File: config.mk
export PLATFORM = sky130hd
export DESIGN_NAME = rti_res_thr_irq
export DESIGN_NICKNAME = d
export VERILOG_FILES = /design/src/rtl/rti_pin_sync.v /design/src/rtl/rti_res_thr_irq.v
export VERILOG_INCLUDE_DIRS = /design/src /design/src/shared
export SDC_FILE = /design/constraint.sdc
export NUM_CORES = 1
export LEC_CHECK = 0
export BUFFER_PORTS_ARGS = -buffer_cell sky130_fd_sc_hd__clkbuf_2
export CAP_MARGIN = 0
export CELL_PAD_IN_SITES_DETAIL_PLACEMENT = 0
export CELL_PAD_IN_SITES_GLOBAL_PLACEMENT = 1
export CORE_MARGIN = 10
export CORE_UTILIZATION = 47
export DETAILED_ROUTE_END_ITERATION = 12
export PLACE_DENSITY_LB_ADDON = 0.1
export SLEW_MARGIN = 10
export SYNTH_ARGS = -nofsm -noshare
export SYNTH_HDL_FRONTEND = slang
export SYNTH_SLANG_ARGS = --single-unit
File: constraint.sdc
create_clock -name clk_sys_in -period 2.6 [get_ports clk_sys_in]
set_input_delay 0.52 -clock clk_sys_in [delete_from_list [all_inputs] [get_ports clk_sys_in]]
set_output_delay 0.52 -clock clk_sys_in [all_outputs]
set_load 0.01 [all_outputs]
File: src/shared/rti_consts.vh
// constants for the resistance threshold and interrupt select register bank
`ifndef RTI_CONSTS_VH
`define RTI_CONSTS_VH

// ----------------------------------------------------------------
// register offsets
// ----------------------------------------------------------------
`define RTI_ADDR_RES_HIGH_THR_LOW_BYTE 7'h06
`define RTI_ADDR_RES_HIGH_THR_HIGH_BYTE 7'h07
`define RTI_ADDR_RES_LOW_THR_LOW_BYTE 7'h08
`define RTI_ADDR_RES_LOW_THR_HIGH_BYTE 7'h09
`define RTI_ADDR_IRQ_SELECT 7'h0A
`define RTI_ADDR_OPERATING_STATE 7'h0B

// ----------------------------------------------------------------
// reset values
// ----------------------------------------------------------------
`define RTI_RST_THR_BYTE 8'h00
`define RTI_RST_IRQ_SELECT 8'h00
`define RTI_RST_OPERATING_STATE 8'h01
`define RTI_RST_THRESHOLD 16'h0000
`define RTI_RST_FUNC_MODE 2'h1

// ----------------------------------------------------------------
// field positions
// ----------------------------------------------------------------
`define RTI_IRQ_ROUTE_BIT 7
`define RTI_IRQ_EVENT_MSB 5
`define RTI_IRQ_EVENT_LSB 0
`define RTI_FUNC_MODE_MSB 1
`define RTI_FUNC_MODE_LSB 0
`define RTI_FUNC_MODE_ACTIVE 2'h0

// ----------------------------------------------------------------
// interrupt event select codes
// ----------------------------------------------------------------
`define RTI_EVT_NONE 6'h00
`define RTI_EVT_RES_LATCH 6'h01
`define RTI_EVT_RES_HYST 6'h02
`define RTI_EVT_RES_IND_READY 6'h04
`define RTI_EVT_IND_LATCH 6'h08
`define RTI_EVT_IND_HYST 6'h10
`define RTI_EVT_HIGH_RES_READY 6'h20

// ----------------------------------------------------------------
// serial frame layout
// ----------------------------------------------------------------
`define RTI_FRAME_BITS 5'h10
`define RTI_CMD_BITS 5'h08
`define RTI_READ_DATA_ZERO 8'h00

`endif

File: src/rtl/rti_pin_sync.v
// three-stage synchroniser with agreement filter for asynchronous pins
module rti_pin_sync #(
    parameter WIDTH = 3,
    parameter [WIDTH-1:0] RESET_VALUE = {WIDTH{1'b0}}
) (
    input wire clk_sys_in,              // system clock
    input wire rst_b_in,                // asynchronous reset, active low
    input wire [WIDTH-1:0] async_in,    // raw pin levels
    output reg [WIDTH-1:0] level_out,   // filtered level
    output reg [WIDTH-1:0] rise_out,    // one-cycle pulse on a filtered rise
    output reg [WIDTH-1:0] fall_out     // one-cycle pulse on a filtered fall
);

reg [WIDTH-1:0] stage1;
reg [WIDTH-1:0] stage2;
reg [WIDTH-1:0] stage3;
wire [WIDTH-1:0] agree;
wire [WIDTH-1:0] next_level;

// ----------------------------------------------------------------
// stage 1 is read only by stage 2; the filter looks at 2 and 3
// ----------------------------------------------------------------
assign agree = ~(stage2 ^ stage3);
assign next_level = (agree & stage3) | (~agree & level_out);

always @(posedge clk_sys_in or negedge rst_b_in) begin
    if (!rst_b_in) begin
        stage1 <= RESET_VALUE;
        stage2 <= RESET_VALUE;
        stage3 <= RESET_VALUE;
        level_out <= RESET_VALUE;
        rise_out <= {WIDTH{1'b0}};
        fall_out <= {WIDTH{1'b0}};
    end else begin
        stage1 <= async_in;
        stage2 <= stage1;
        stage3 <= stage2;
        level_out <= next_level;
        rise_out <= next_level & ~level_out;
        fall_out <= ~next_level & level_out;
    end
end

endmodule

File: src/rtl/rti_res_thr_irq.v
// resistance threshold compare, interrupt select and serial register port
//
// Functional notes
// - high threshold is high byte*256 plus low
// - low threshold is high byte*256 plus low
// - high flag when result exceeds high threshold
// - low flag when result below low threshold
// - high-threshold low byte buffered until high write
// - low-threshold low byte buffered until high write
// - writes accepted while converting in active mode
// - route bit drives interrupt onto data-out pin
// - selected event reaches pin only when routed
// - codes pick data-ready events
// - codes pick hysteresis or latching comparisons
// - code zero means no output; others reserved
`include "rti_consts.vh"

module rti_res_thr_irq (
    input wire clk_sys_in,                  // system clock, 40 MHz
    input wire rst_b_in,                    // asynchronous reset, active low
    input wire spi_sclk_in,                 // serial clock from host
    input wire spi_cs_b_in,                 // serial chip select, active low
    input wire spi_sdi_in,                  // serial data in
    output reg spi_sdo_out,                 // serial data-out pin level
    output reg spi_sdo_oe_out,              // data-out pin output enable
    input wire [15:0] res_conversion_result_in, // resistance conversion result
    input wire res_result_valid_in,         // pulse: new resistance result
    input wire res_ind_ready_in,            // pulse: combined resistance plus inductance ready
    input wire high_res_ready_in,           // pulse: high-resolution inductance ready
    input wire ind_above_high_in,           // inductance compare above its high threshold
    input wire ind_below_low_in,            // inductance compare below its low threshold
    output reg res_above_high_flag_out,     // result above committed high threshold
    output reg res_below_low_flag_out,      // result below committed low threshold
    output reg [15:0] res_high_threshold_out, // committed high threshold
    output reg [15:0] res_low_threshold_out,  // committed low threshold
    output reg [1:0] func_mode_out,         // functional mode field
    output reg interrupt_out_n_out          // selected interrupt, active low
);

// ----------------------------------------------------------------
// pin synchronisation
// ----------------------------------------------------------------
wire [2:0] pin_level;
wire [2:0] pin_rise;
wire [2:0] pin_fall;
wire sdi_level;
wire sclk_rise;
wire cs_fall;
wire cs_active;

rti_pin_sync #(
    .WIDTH(3),
    .RESET_VALUE(3'h2)
) u_pin_sync (
    .clk_sys_in(clk_sys_in),
    .rst_b_in(rst_b_in),
    .async_in({spi_sdi_in, spi_cs_b_in, spi_sclk_in}),
    .level_out(pin_level),
    .rise_out(pin_rise),
    .fall_out(pin_fall)
);

assign sclk_rise = pin_rise[0];
assign cs_fall = pin_fall[1];
assign cs_active = ~pin_level[1];
assign sdi_level = pin_level[2];

// ----------------------------------------------------------------
// register state
// ----------------------------------------------------------------
reg [7:0] high_thr_low_shadow;
reg [7:0] high_thr_high_byte;
reg [7:0] low_thr_low_shadow;
reg [7:0] low_thr_high_byte;
reg [7:0] irq_select_reg;
reg [7:0] operating_state;

// ----------------------------------------------------------------
// serial frame engine
// ----------------------------------------------------------------
reg [4:0] bit_count;
reg [7:0] rx_shift;
reg [7:0] tx_shift;
reg frame_read;
reg [6:0] frame_addr;
reg [7:0] read_data;
wire [7:0] rx_next;
wire cmd_done;
wire frame_done;
wire write_strobe;
wire [7:0] write_data;

assign rx_next = {rx_shift[6:0], sdi_level};
assign cmd_done = cs_active && sclk_rise && (bit_count == `RTI_CMD_BITS - 5'h01);
assign frame_done = cs_active && sclk_rise && (bit_count == `RTI_FRAME_BITS - 5'h01);
assign write_strobe = frame_done && !frame_read;
assign write_data = rx_next;

always @* begin
    case (rx_next[6:0])
        `RTI_ADDR_RES_HIGH_THR_LOW_BYTE: read_data = high_thr_low_shadow;
        `RTI_ADDR_RES_HIGH_THR_HIGH_BYTE: read_data = high_thr_high_byte;
        `RTI_ADDR_RES_LOW_THR_LOW_BYTE: read_data = low_thr_low_shadow;
        `RTI_ADDR_RES_LOW_THR_HIGH_BYTE: read_data = low_thr_high_byte;
        `RTI_ADDR_IRQ_SELECT: read_data = irq_select_reg;
        `RTI_ADDR_OPERATING_STATE: read_data = operating_state;
        default: read_data = `RTI_READ_DATA_ZERO;
    endcase
end

// data is shifted out on the detected rising edge so it has a full sclk
// period to settle before the host samples it on the next rise
always @(posedge clk_sys_in or negedge rst_b_in) begin
    if (!rst_b_in) begin
        bit_count <= 5'h00;
        rx_shift <= 8'h00;
        tx_shift <= 8'h00;
        frame_read <= 1'b0;
        frame_addr <= 7'h00;
    end else begin
        if (cs_fall || !cs_active) begin
            bit_count <= 5'h00;
            rx_shift <= 8'h00;
            tx_shift <= 8'h00;
        end else if (sclk_rise) begin
            rx_shift <= rx_next;
            if (bit_count != `RTI_FRAME_BITS) begin
                bit_count <= bit_count + 5'h01;
            end
            if (cmd_done) begin
                frame_read <= rx_next[7];
                frame_addr <= rx_next[6:0];
                tx_shift <= read_data;
            end else begin
                tx_shift <= {tx_shift[6:0], 1'b0};
            end
        end
    end
end

// ----------------------------------------------------------------
// register writes, accepted in every functional mode
// ----------------------------------------------------------------
wire sel_write;

assign sel_write = write_strobe && (frame_addr == `RTI_ADDR_IRQ_SELECT);

always @(posedge clk_sys_in or negedge rst_b_in) begin
    if (!rst_b_in) begin
        high_thr_low_shadow <= `RTI_RST_THR_BYTE;
        high_thr_high_byte <= `RTI_RST_THR_BYTE;
        low_thr_low_shadow <= `RTI_RST_THR_BYTE;
        low_thr_high_byte <= `RTI_RST_THR_BYTE;
        irq_select_reg <= `RTI_RST_IRQ_SELECT;
        operating_state <= `RTI_RST_OPERATING_STATE;
        res_high_threshold_out <= `RTI_RST_THRESHOLD;
        res_low_threshold_out <= `RTI_RST_THRESHOLD;
    end else if (write_strobe) begin
        case (frame_addr)
            `RTI_ADDR_RES_HIGH_THR_LOW_BYTE: begin
                high_thr_low_shadow <= write_data;
            end
            `RTI_ADDR_RES_HIGH_THR_HIGH_BYTE: begin
                high_thr_high_byte <= write_data;
                res_high_threshold_out <= {write_data, high_thr_low_shadow};
            end
            `RTI_ADDR_RES_LOW_THR_LOW_BYTE: begin
                low_thr_low_shadow <= write_data;
            end
            `RTI_ADDR_RES_LOW_THR_HIGH_BYTE: begin
                low_thr_high_byte <= write_data;
                res_low_threshold_out <= {write_data, low_thr_low_shadow};
            end
            `RTI_ADDR_IRQ_SELECT: begin
                irq_select_reg <= write_data;
            end
            `RTI_ADDR_OPERATING_STATE: begin
                operating_state <= write_data;
            end
            default: begin
                operating_state <= operating_state;
            end
        endcase
    end
end

always @(posedge clk_sys_in or negedge rst_b_in) begin
    if (!rst_b_in) begin
        func_mode_out <= `RTI_RST_FUNC_MODE;
    end else begin
        func_mode_out <= operating_state[`RTI_FUNC_MODE_MSB:`RTI_FUNC_MODE_LSB];
    end
end

// ----------------------------------------------------------------
// resistance comparison
// ----------------------------------------------------------------
wire res_above;
wire res_below;

assign res_above = res_conversion_result_in > res_high_threshold_out;
assign res_below = res_conversion_result_in < res_low_threshold_out;

always @(posedge clk_sys_in or negedge rst_b_in) begin
    if (!rst_b_in) begin
        res_above_high_flag_out <= 1'b0;
        res_below_low_flag_out <= 1'b0;
    end else if (res_result_valid_in) begin
        res_above_high_flag_out <= res_above;
        res_below_low_flag_out <= res_below;
    end
end

// ----------------------------------------------------------------
// event state behind the interrupt selector
// ----------------------------------------------------------------
reg res_hyst;
reg res_latch;
reg ind_hyst;
reg ind_latch;
reg res_ind_ready_hold;
reg high_res_ready_hold;

// hysteresis: set above high, released only below low
always @(posedge clk_sys_in or negedge rst_b_in) begin
    if (!rst_b_in) begin
        res_hyst <= 1'b0;
        ind_hyst <= 1'b0;
    end else begin
        if (res_result_valid_in && res_above) begin
            res_hyst <= 1'b1;
        end else if (res_result_valid_in && res_below) begin
            res_hyst <= 1'b0;
        end
        if (ind_above_high_in) begin
            ind_hyst <= 1'b1;
        end else if (ind_below_low_in) begin
            ind_hyst <= 1'b0;
        end
    end
end

// latches hold until the selector is rewritten; a new event wins over that clear
always @(posedge clk_sys_in or negedge rst_b_in) begin
    if (!rst_b_in) begin
        res_latch <= 1'b0;
        ind_latch <= 1'b0;
    end else begin
        if (res_result_valid_in && res_above) begin
            res_latch <= 1'b1;
        end else if (sel_write) begin
            res_latch <= 1'b0;
        end
        if (ind_above_high_in) begin
            ind_latch <= 1'b1;
        end else if (sel_write) begin
            ind_latch <= 1'b0;
        end
    end
end

// data-ready holds until the host opens its next frame; a new ready wins
always @(posedge clk_sys_in or negedge rst_b_in) begin
    if (!rst_b_in) begin
        res_ind_ready_hold <= 1'b0;
        high_res_ready_hold <= 1'b0;
    end else begin
        if (res_ind_ready_in) begin
            res_ind_ready_hold <= 1'b1;
        end else if (cs_fall) begin
            res_ind_ready_hold <= 1'b0;
        end
        if (high_res_ready_in) begin
            high_res_ready_hold <= 1'b1;
        end else if (cs_fall) begin
            high_res_ready_hold <= 1'b0;
        end
    end
end

// ----------------------------------------------------------------
// interrupt selection
// ----------------------------------------------------------------
reg irq_selected;
wire [5:0] irq_event_select;
wire irq_route_to_dout;

assign irq_event_select = irq_select_reg[`RTI_IRQ_EVENT_MSB:`RTI_IRQ_EVENT_LSB];
assign irq_route_to_dout = irq_select_reg[`RTI_IRQ_ROUTE_BIT];

// reserved codes behave as code zero: no interrupt
always @* begin
    case (irq_event_select)
        `RTI_EVT_HIGH_RES_READY: irq_selected = high_res_ready_hold;
        `RTI_EVT_RES_IND_READY: irq_selected = res_ind_ready_hold;
        `RTI_EVT_IND_HYST: irq_selected = ind_hyst;
        `RTI_EVT_IND_LATCH: irq_selected = ind_latch;
        `RTI_EVT_RES_HYST: irq_selected = res_hyst;
        `RTI_EVT_RES_LATCH: irq_selected = res_latch;
        `RTI_EVT_NONE: irq_selected = 1'b0;
        default: irq_selected = 1'b0;
    endcase
end

// ----------------------------------------------------------------
// output pins
// ----------------------------------------------------------------
// outside a frame the pin shows the interrupt only when routed;
// during a read frame it carries read data after the command byte
always @(posedge clk_sys_in or negedge rst_b_in) begin
    if (!rst_b_in) begin
        interrupt_out_n_out <= 1'b1;
        spi_sdo_out <= 1'b0;
        spi_sdo_oe_out <= 1'b0;
    end else begin
        interrupt_out_n_out <= ~irq_selected;
        if (cs_active) begin
            spi_sdo_out <= tx_shift[7];
            spi_sdo_oe_out <= frame_read && (bit_count >= `RTI_CMD_BITS);
        end else begin
            spi_sdo_out <= ~irq_selected;
            spi_sdo_oe_out <= irq_route_to_dout;
        end
    end
end

endmodule

Yosys cells after proc, flatten, opt, wreduce, memory -nomap -nowiden
Index checks and enable logic that the tools add are counted.
{"block": "word_totals", "elab_cells": 117, "out_inout_bits": 39, "reg_bits": 136}
{"block": "op_classes", "order_cmp": 3, "add_sub_neg": 1, "n_reduce_logical": 26, "eq_ne": 21, "bitwise_logic": 13, "muxes": 22}
{"cell": "$eq A7 B4 Y1 const B", "n": 8}
{"cell": "$pmux W8 S6", "n": 1}
{"cell": "$eq A7 B3 Y1 const B", "n": 4}
{"cell": "$mux W8", "n": 3}
{"cell": "$gt A16 B16 Y1", "n": 1}
{"cell": "$lt A16 B16 Y1", "n": 1}
{"cell": "$reduce_bool A2 Y1", "n": 8}
{"cell": "$mux W5", "n": 3}
{"cell": "$mux W7", "n": 2}
{"cell": "$reduce_and A2 Y1", "n": 7}
{"cell": "$mux W1", "n": 12}
{"cell": "$logic_and A1 B1 Y1", "n": 8}
{"cell": "$and A3 B3 Y3", "n": 2}
{"cell": "$eq A6 B1 Y1 const B", "n": 1}
{"cell": "$eq A6 B2 Y1 const B", "n": 1}
{"cell": "$eq A6 B3 Y1 const B", "n": 1}
{"cell": "$eq A6 B4 Y1 const B", "n": 1}
{"cell": "$eq A6 B5 Y1 const B", "n": 1}
{"cell": "$eq A6 B6 Y1 const B", "n": 1}
{"cell": "$not A3 Y3", "n": 2}
{"cell": "$pmux W1 S6", "n": 1}
{"cell": "$add A5 B1 Y5 const B", "n": 1}
{"cell": "$eq A5 B3 Y1 const B", "n": 1}
{"cell": "$eq A5 B4 Y1 const B", "n": 1}
{"cell": "11 further kinds", "n": 14}

Depth between registers and ports, before layout
{"block": "depth", "depth_word": 7, "mapped_depth": 9, "depth_no_buf": 8}

Cells and area by module
A second synthesis with hierarchy kept.
{"block": "hier_totals", "cells_unflattened": 498, "hier_area_um2": 5893.2}
{"mod": "rti_res_thr_irq", "seq_area_each_um2": 2631.3, "instances": 1, "cells_per_inst": 471, "area_each_um2": 5353.9}
{"mod": "rti_pin_sync", "seq_area_each_um2": 455.4, "instances": 1, "cells_per_inst": 27, "area_each_um2": 539.3}

Worst setup path after synthesis
OpenSTA, ideal clock, no wires.
{"block": "synth_timing", "kind": "flip-flop to flip-flop", "startpoint": "register bit_count[0]", "endpoint": "register res_high_threshold_out[10]", "path_slack_ns": 0.311, "t_required_ns": 2.475, "period_less_slack_ns": 2.289, "n_path_buf": 2, "t_arrival_ns": 2.164, "stages_incl_launch_ff": 10, "setup_ns": 0.125, "cell_sequence": "dfrtp_1 -> ha_1 -> and3_1 -> ha_1 -> nor3b_1 -> nand4_1 -> nand4bb_1 -> buf_2 -> buf_2 -> mux2_2"}
{"block": "synth_via", "elab_chain_len": 4}
{"item": "start: declaration", "line": "rti_res_thr_irq.v:81", "source": "reg [4:0] bit_count;"}
{"item": "start signal: assignment", "line": "rti_res_thr_irq.v:128", "source": "bit_count <= bit_count + 5'h01;"}
{"item": "$eq A5 B4 Y1", "line": "rti_res_thr_irq.v:95", "source": "assign frame_done = cs_active && sclk_rise && (bit_count == `RTI_FRAME_BITS - 5'h01);"}
{"item": "$logic_and A1 B1 Y1", "line": "rti_res_thr_irq.v:95"}
{"item": "$logic_and A1 B1 Y1", "line": "rti_res_thr_irq.v:96", "source": "assign write_strobe = frame_done && !frame_read;"}
{"item": "$reduce_and A2 Y1 (no source line)"}
{"item": "end signal: assignment", "line": "rti_res_thr_irq.v:156", "source": "res_high_threshold_out <= `RTI_RST_THRESHOLD;"}
{"item": "end signal: assignment", "line": "rti_res_thr_irq.v:165", "source": "res_high_threshold_out <= {write_data, high_thr_low_shadow};"}
{"item": "end: declaration", "line": "rti_res_thr_irq.v:34", "source": "output reg [15:0] res_high_threshold_out,"}
No other way between the ends.
A chain may end at the register's enable or synchronous reset.

Worst setup path in the final report
{"block": "layout_timing", "startpoint": "register bit_count[0]", "endpoint": "register high_thr_low_shadow[4]"}
{"block": "layout_via", "elab_chain_len": 4}
{"item": "$eq A5 B4 Y1", "line": "rti_res_thr_irq.v:95"}
{"item": "$logic_and A1 B1 Y1", "line": "rti_res_thr_irq.v:95"}
{"item": "$logic_and A1 B1 Y1", "line": "rti_res_thr_irq.v:96"}
{"item": "$reduce_and A2 Y1 (no source line)"}
{"item": "end signal: assignment", "line": "rti_res_thr_irq.v:150", "source": "high_thr_low_shadow <= `RTI_RST_THR_BYTE;"}
{"item": "end signal: assignment", "line": "rti_res_thr_irq.v:161", "source": "high_thr_low_shadow <= write_data;"}
{"item": "end: declaration", "line": "rti_res_thr_irq.v:71", "source": "reg [7:0] high_thr_low_shadow;"}
No other way between the ends.

==> impl_metrics.toml <==
[outcome]
outcome = "complete, no violations"

[floorplanning]
core-area_um2 = 12010
die_x_um = 130.7
pin_count = 65
floorplan.initialDensity_pct = 47.96
rows = 40
die_area_um2 = 17090
dieHeight_um = 130.7

[synthesis]
yosysWarnings = 0
yosys-top-cells-area = "dfrtp_1 (49%), mux2_2 (11%), ha_1 (7.4%), dfstp_2 (3.2%), inv_1 (2.8%)"
synthCells = 487
synthDominantCellAreaShare_pct = 48.65
synth_seq_cells = 119
syn_nets = 547
synth-edff-count = 0
synth.distinct_cells = 55
synth-seq-area-share_pct = 51.85
synth.avg_cell_area_um2 = 11.83
synth_top_cell_by_area = "dfrtp_1"
synthArstFlopShare_pct = 100.0
syn_area_um2 = 5761
synth_flop_cell = "dfrtp_1"

[critical_path]
crit_slowest_cell = "dfrtp_1"
critPathArrivalTime_ns = 2.66
worstSetupPathType = "reg -> reg"
cp-start-kind = "flip-flop"
r2r_end = "high_thr_low_shadow[4]"
path_cells = "ha_1 > and3_1 > ha_1 > nor3b_1 > nand4_1 > nor4b_4 > buf_4 > mux2_2"
critical_path_peak_fanout = 8
required_ns = 2.89
cpMostUsedCell = "ha_1"
reg2reg_from = "bit_count[0]"
cp_num_buf_inv = 1
endpoint_kind = "flip-flop"
cp_top_family = "simple AND/OR/NAND/NOR gates"
r2r_cells = 8
regToRegSetupSlack_ns = 0.23
cpPeakStageDelay_ns = 0.40

[global_route]
use_met2_pct = 27.95
grt_overflow_total = 0
grt_start_max_net_pins = 54
grt.busiest_layer = "met2"
met3_usage_pct = 4.835
grt_pass1_wl_mm = 23.06
use_met1_pct = 22.76
grt_usage_pct = 17.82
grt_pass1_vias = 4247
antenna_found_initial = 0

[cells_and_area]
fillCellCount = 1063
final_cell_area_um2 = 6920
drive_above_1_share_pct = 34.26
instances_no_fill = 725
synthToLayoutAreaGrowth_pct = 20.13
diodes = 0
reg_top3 = "res_high_threshold_out (16), res_low_threshold_out (16)"
finalNetCount = 625

[timing]
period_share_pct = 90.97
rsz0062_at_grt = "no"
maxSlewHeadroom_pct = 51.91
hold_ws_ns = 0.03647
final_hold_viol_count = 0
finalSetupViolations = 0
worst_clock_skew_ns = 0.01016
max_freq_mhz = 422.8
finalMaxSlewViolations = 0
period_needed_ns = 2.365
worstMarginPinSlew_ns = 0.7180
tns_ns = 0

[routing]
drt-total-wl_mm = 14.29
dr.pass1.iters = 4
viasPerCell = 5.503
ant_nets = 0
post_drt_wl_per_cell_um = 19.71
vias = 3990
dr.first_iter.drc_count = 270
drcViolationCount = 0

[placement]
placed_area_um2 = 6301
gp_congestion = 0.8450
dp.final_hpwl_mm = 10.54
placedCellCount = 693
portBuffers = 64

[power_and_ir_drop]
ir_worst_vdd_mv = 0.4704
p_per_area_nw_per_um2 = 662.9
cellLeakagePower_nw = 3.252

[clock_tree]
htreeDepth = 4
clk_pin_slew_ns = 0.05
cts_tree = "built"
cts_hold_buf = 0
clockRootBuffer = "clkbuf_16"
cts_buffers = 17
clock_sinks = 119
cts_buffer_depth = 2
clk_latency_ns = 0.42

[run]
cap_viol_max_count = 0

[min_path]
hold_class = "in -> async"
cell families (layout without fill, tap and decap cells):
family          after synthesis  count (layout)  synth area share (%)
xor+xnor                      3               3                0.4562
flops                       119             119                 51.85
mux                          72              72                 13.77
simple gates                 94              94                 9.665
buf+inv                      63             154                 4.691
compound gates              100             100                 11.84
fa+ha+maj                    36              36                 7.732
layout by cell type (no fill, tap or decap), types with 8 or more instances in the layout:
master and instances:
ha_1 34, nor2_1 15, clkbuf_2 63, o22ai_1 10
inv_1 43, dfrtp_1 112, buf_4 14, mux2_2 58
a221oi_1 8, nand3_1 8, mux2i_1 14, clkbuf_16 17
o21ai_0 23, nand2_1 33, a21o_1 8, a21oi_1 10
routing by layer:
metal,vias to the layer above,wire length [µm]
li1,1902,-
met1,1988,6701
met2,78,6722
met3,22,614
met4,0,250
met5,-,0
worst register-to-register path: stages (launching register included):
cell     delay (ns)
dfrtp_1        0.40
ha_1           0.19
and3_1         0.17
ha_1           0.14
nor3b_1        0.26
nand4_1        0.25
nor4b_4        0.26
buf_4          0.22
mux2_2         0.36
cells in the mapped netlist, types with 2 or more instances:
cell,instances
a31oi_1,2
mux2_2,58
a22oi_1,7
a21bo_2,2
nand2_1,33
dfstp_2,7
o211ai_1,3
xor2_1,2
o22ai_1,10
nand2b_1,3
and2b_2,2
nor3b_1,4
or3_1,2
a21oi_1,10
a32oi_1,2
inv_1,43
o21ai_0,23
or2_2,3
a22o_2,7
maj3_1,2
nor3_1,3
ha_1,34
and3_1,3
nand3b_1,4
a21o_1,8
buf_2,3
nor2_1,15
buf_6,4
mux2i_1,14
dfrtp_1,112
a211oi_1,3
nand4_1,4
nand3_1,8
a221oi_1,8
o21ai_1,7
clkbuf_1,13
area by class of cell:
type / count / area (µm²) / area share, %
sequential: 119 / 2987 / 43.16
multi-input combinational: 305 / 2514 / 36.32
clock buffer: 22 / 464.2 / 6.708
timing repair buffer: 79 / 460.4 / 6.653
tap: 147 / 183.9 / 2.658
inverter: 43 / 161.4 / 2.332
clock inverter: 10 / 150.1 / 2.170
power breakdown:
part           leakage, nW  switching (mW)  internal, mW
logic                 1.36           0.139        0.0909
clock network        0.307           0.807          1.64
registers             1.59          0.0238          1.88
per-stage QoR:
step	power (mW)	worst slack, ns	utilization (%)
after floorplan	2.062	0.3110	-
after global placement	2.167	0.2210	52.46
after detailed placement	2.173	0.1650	52.46
after CTS	4.629	0.1323	57.57
after global routing	4.760	0.01966	57.61
final	4.588	0.2347	57.61
worst max-delay path by stage:
stage	start	end	slack, ns	depth (start not counted)
2_1_floorplan	bit_count[0]	res_high_threshold_out[10]	0.31	9
3_3_place_gp	bit_count[0]	irq_select_reg[3]	0.22	7
3_5_place_dp	bit_count[0]	irq_select_reg[3]	0.17	7
4_1_cts	bit_count[0]	irq_select_reg[3]	0.13	7
5_1_grt	bit_count[0]	high_thr_low_shadow[4]	0.02	8
6_report	bit_count[0]	high_thr_low_shadow[4]	0.23	8
repair_timing:
| item | in CTS | in global routing |
|---|---|---|
| resized for setup | 0 | 1 |
| setup endpoints to repair | 0 | 8 |
| buffers inserted | 0 | 0 |
Note: power is estimated with default switching activity, not from simulation.
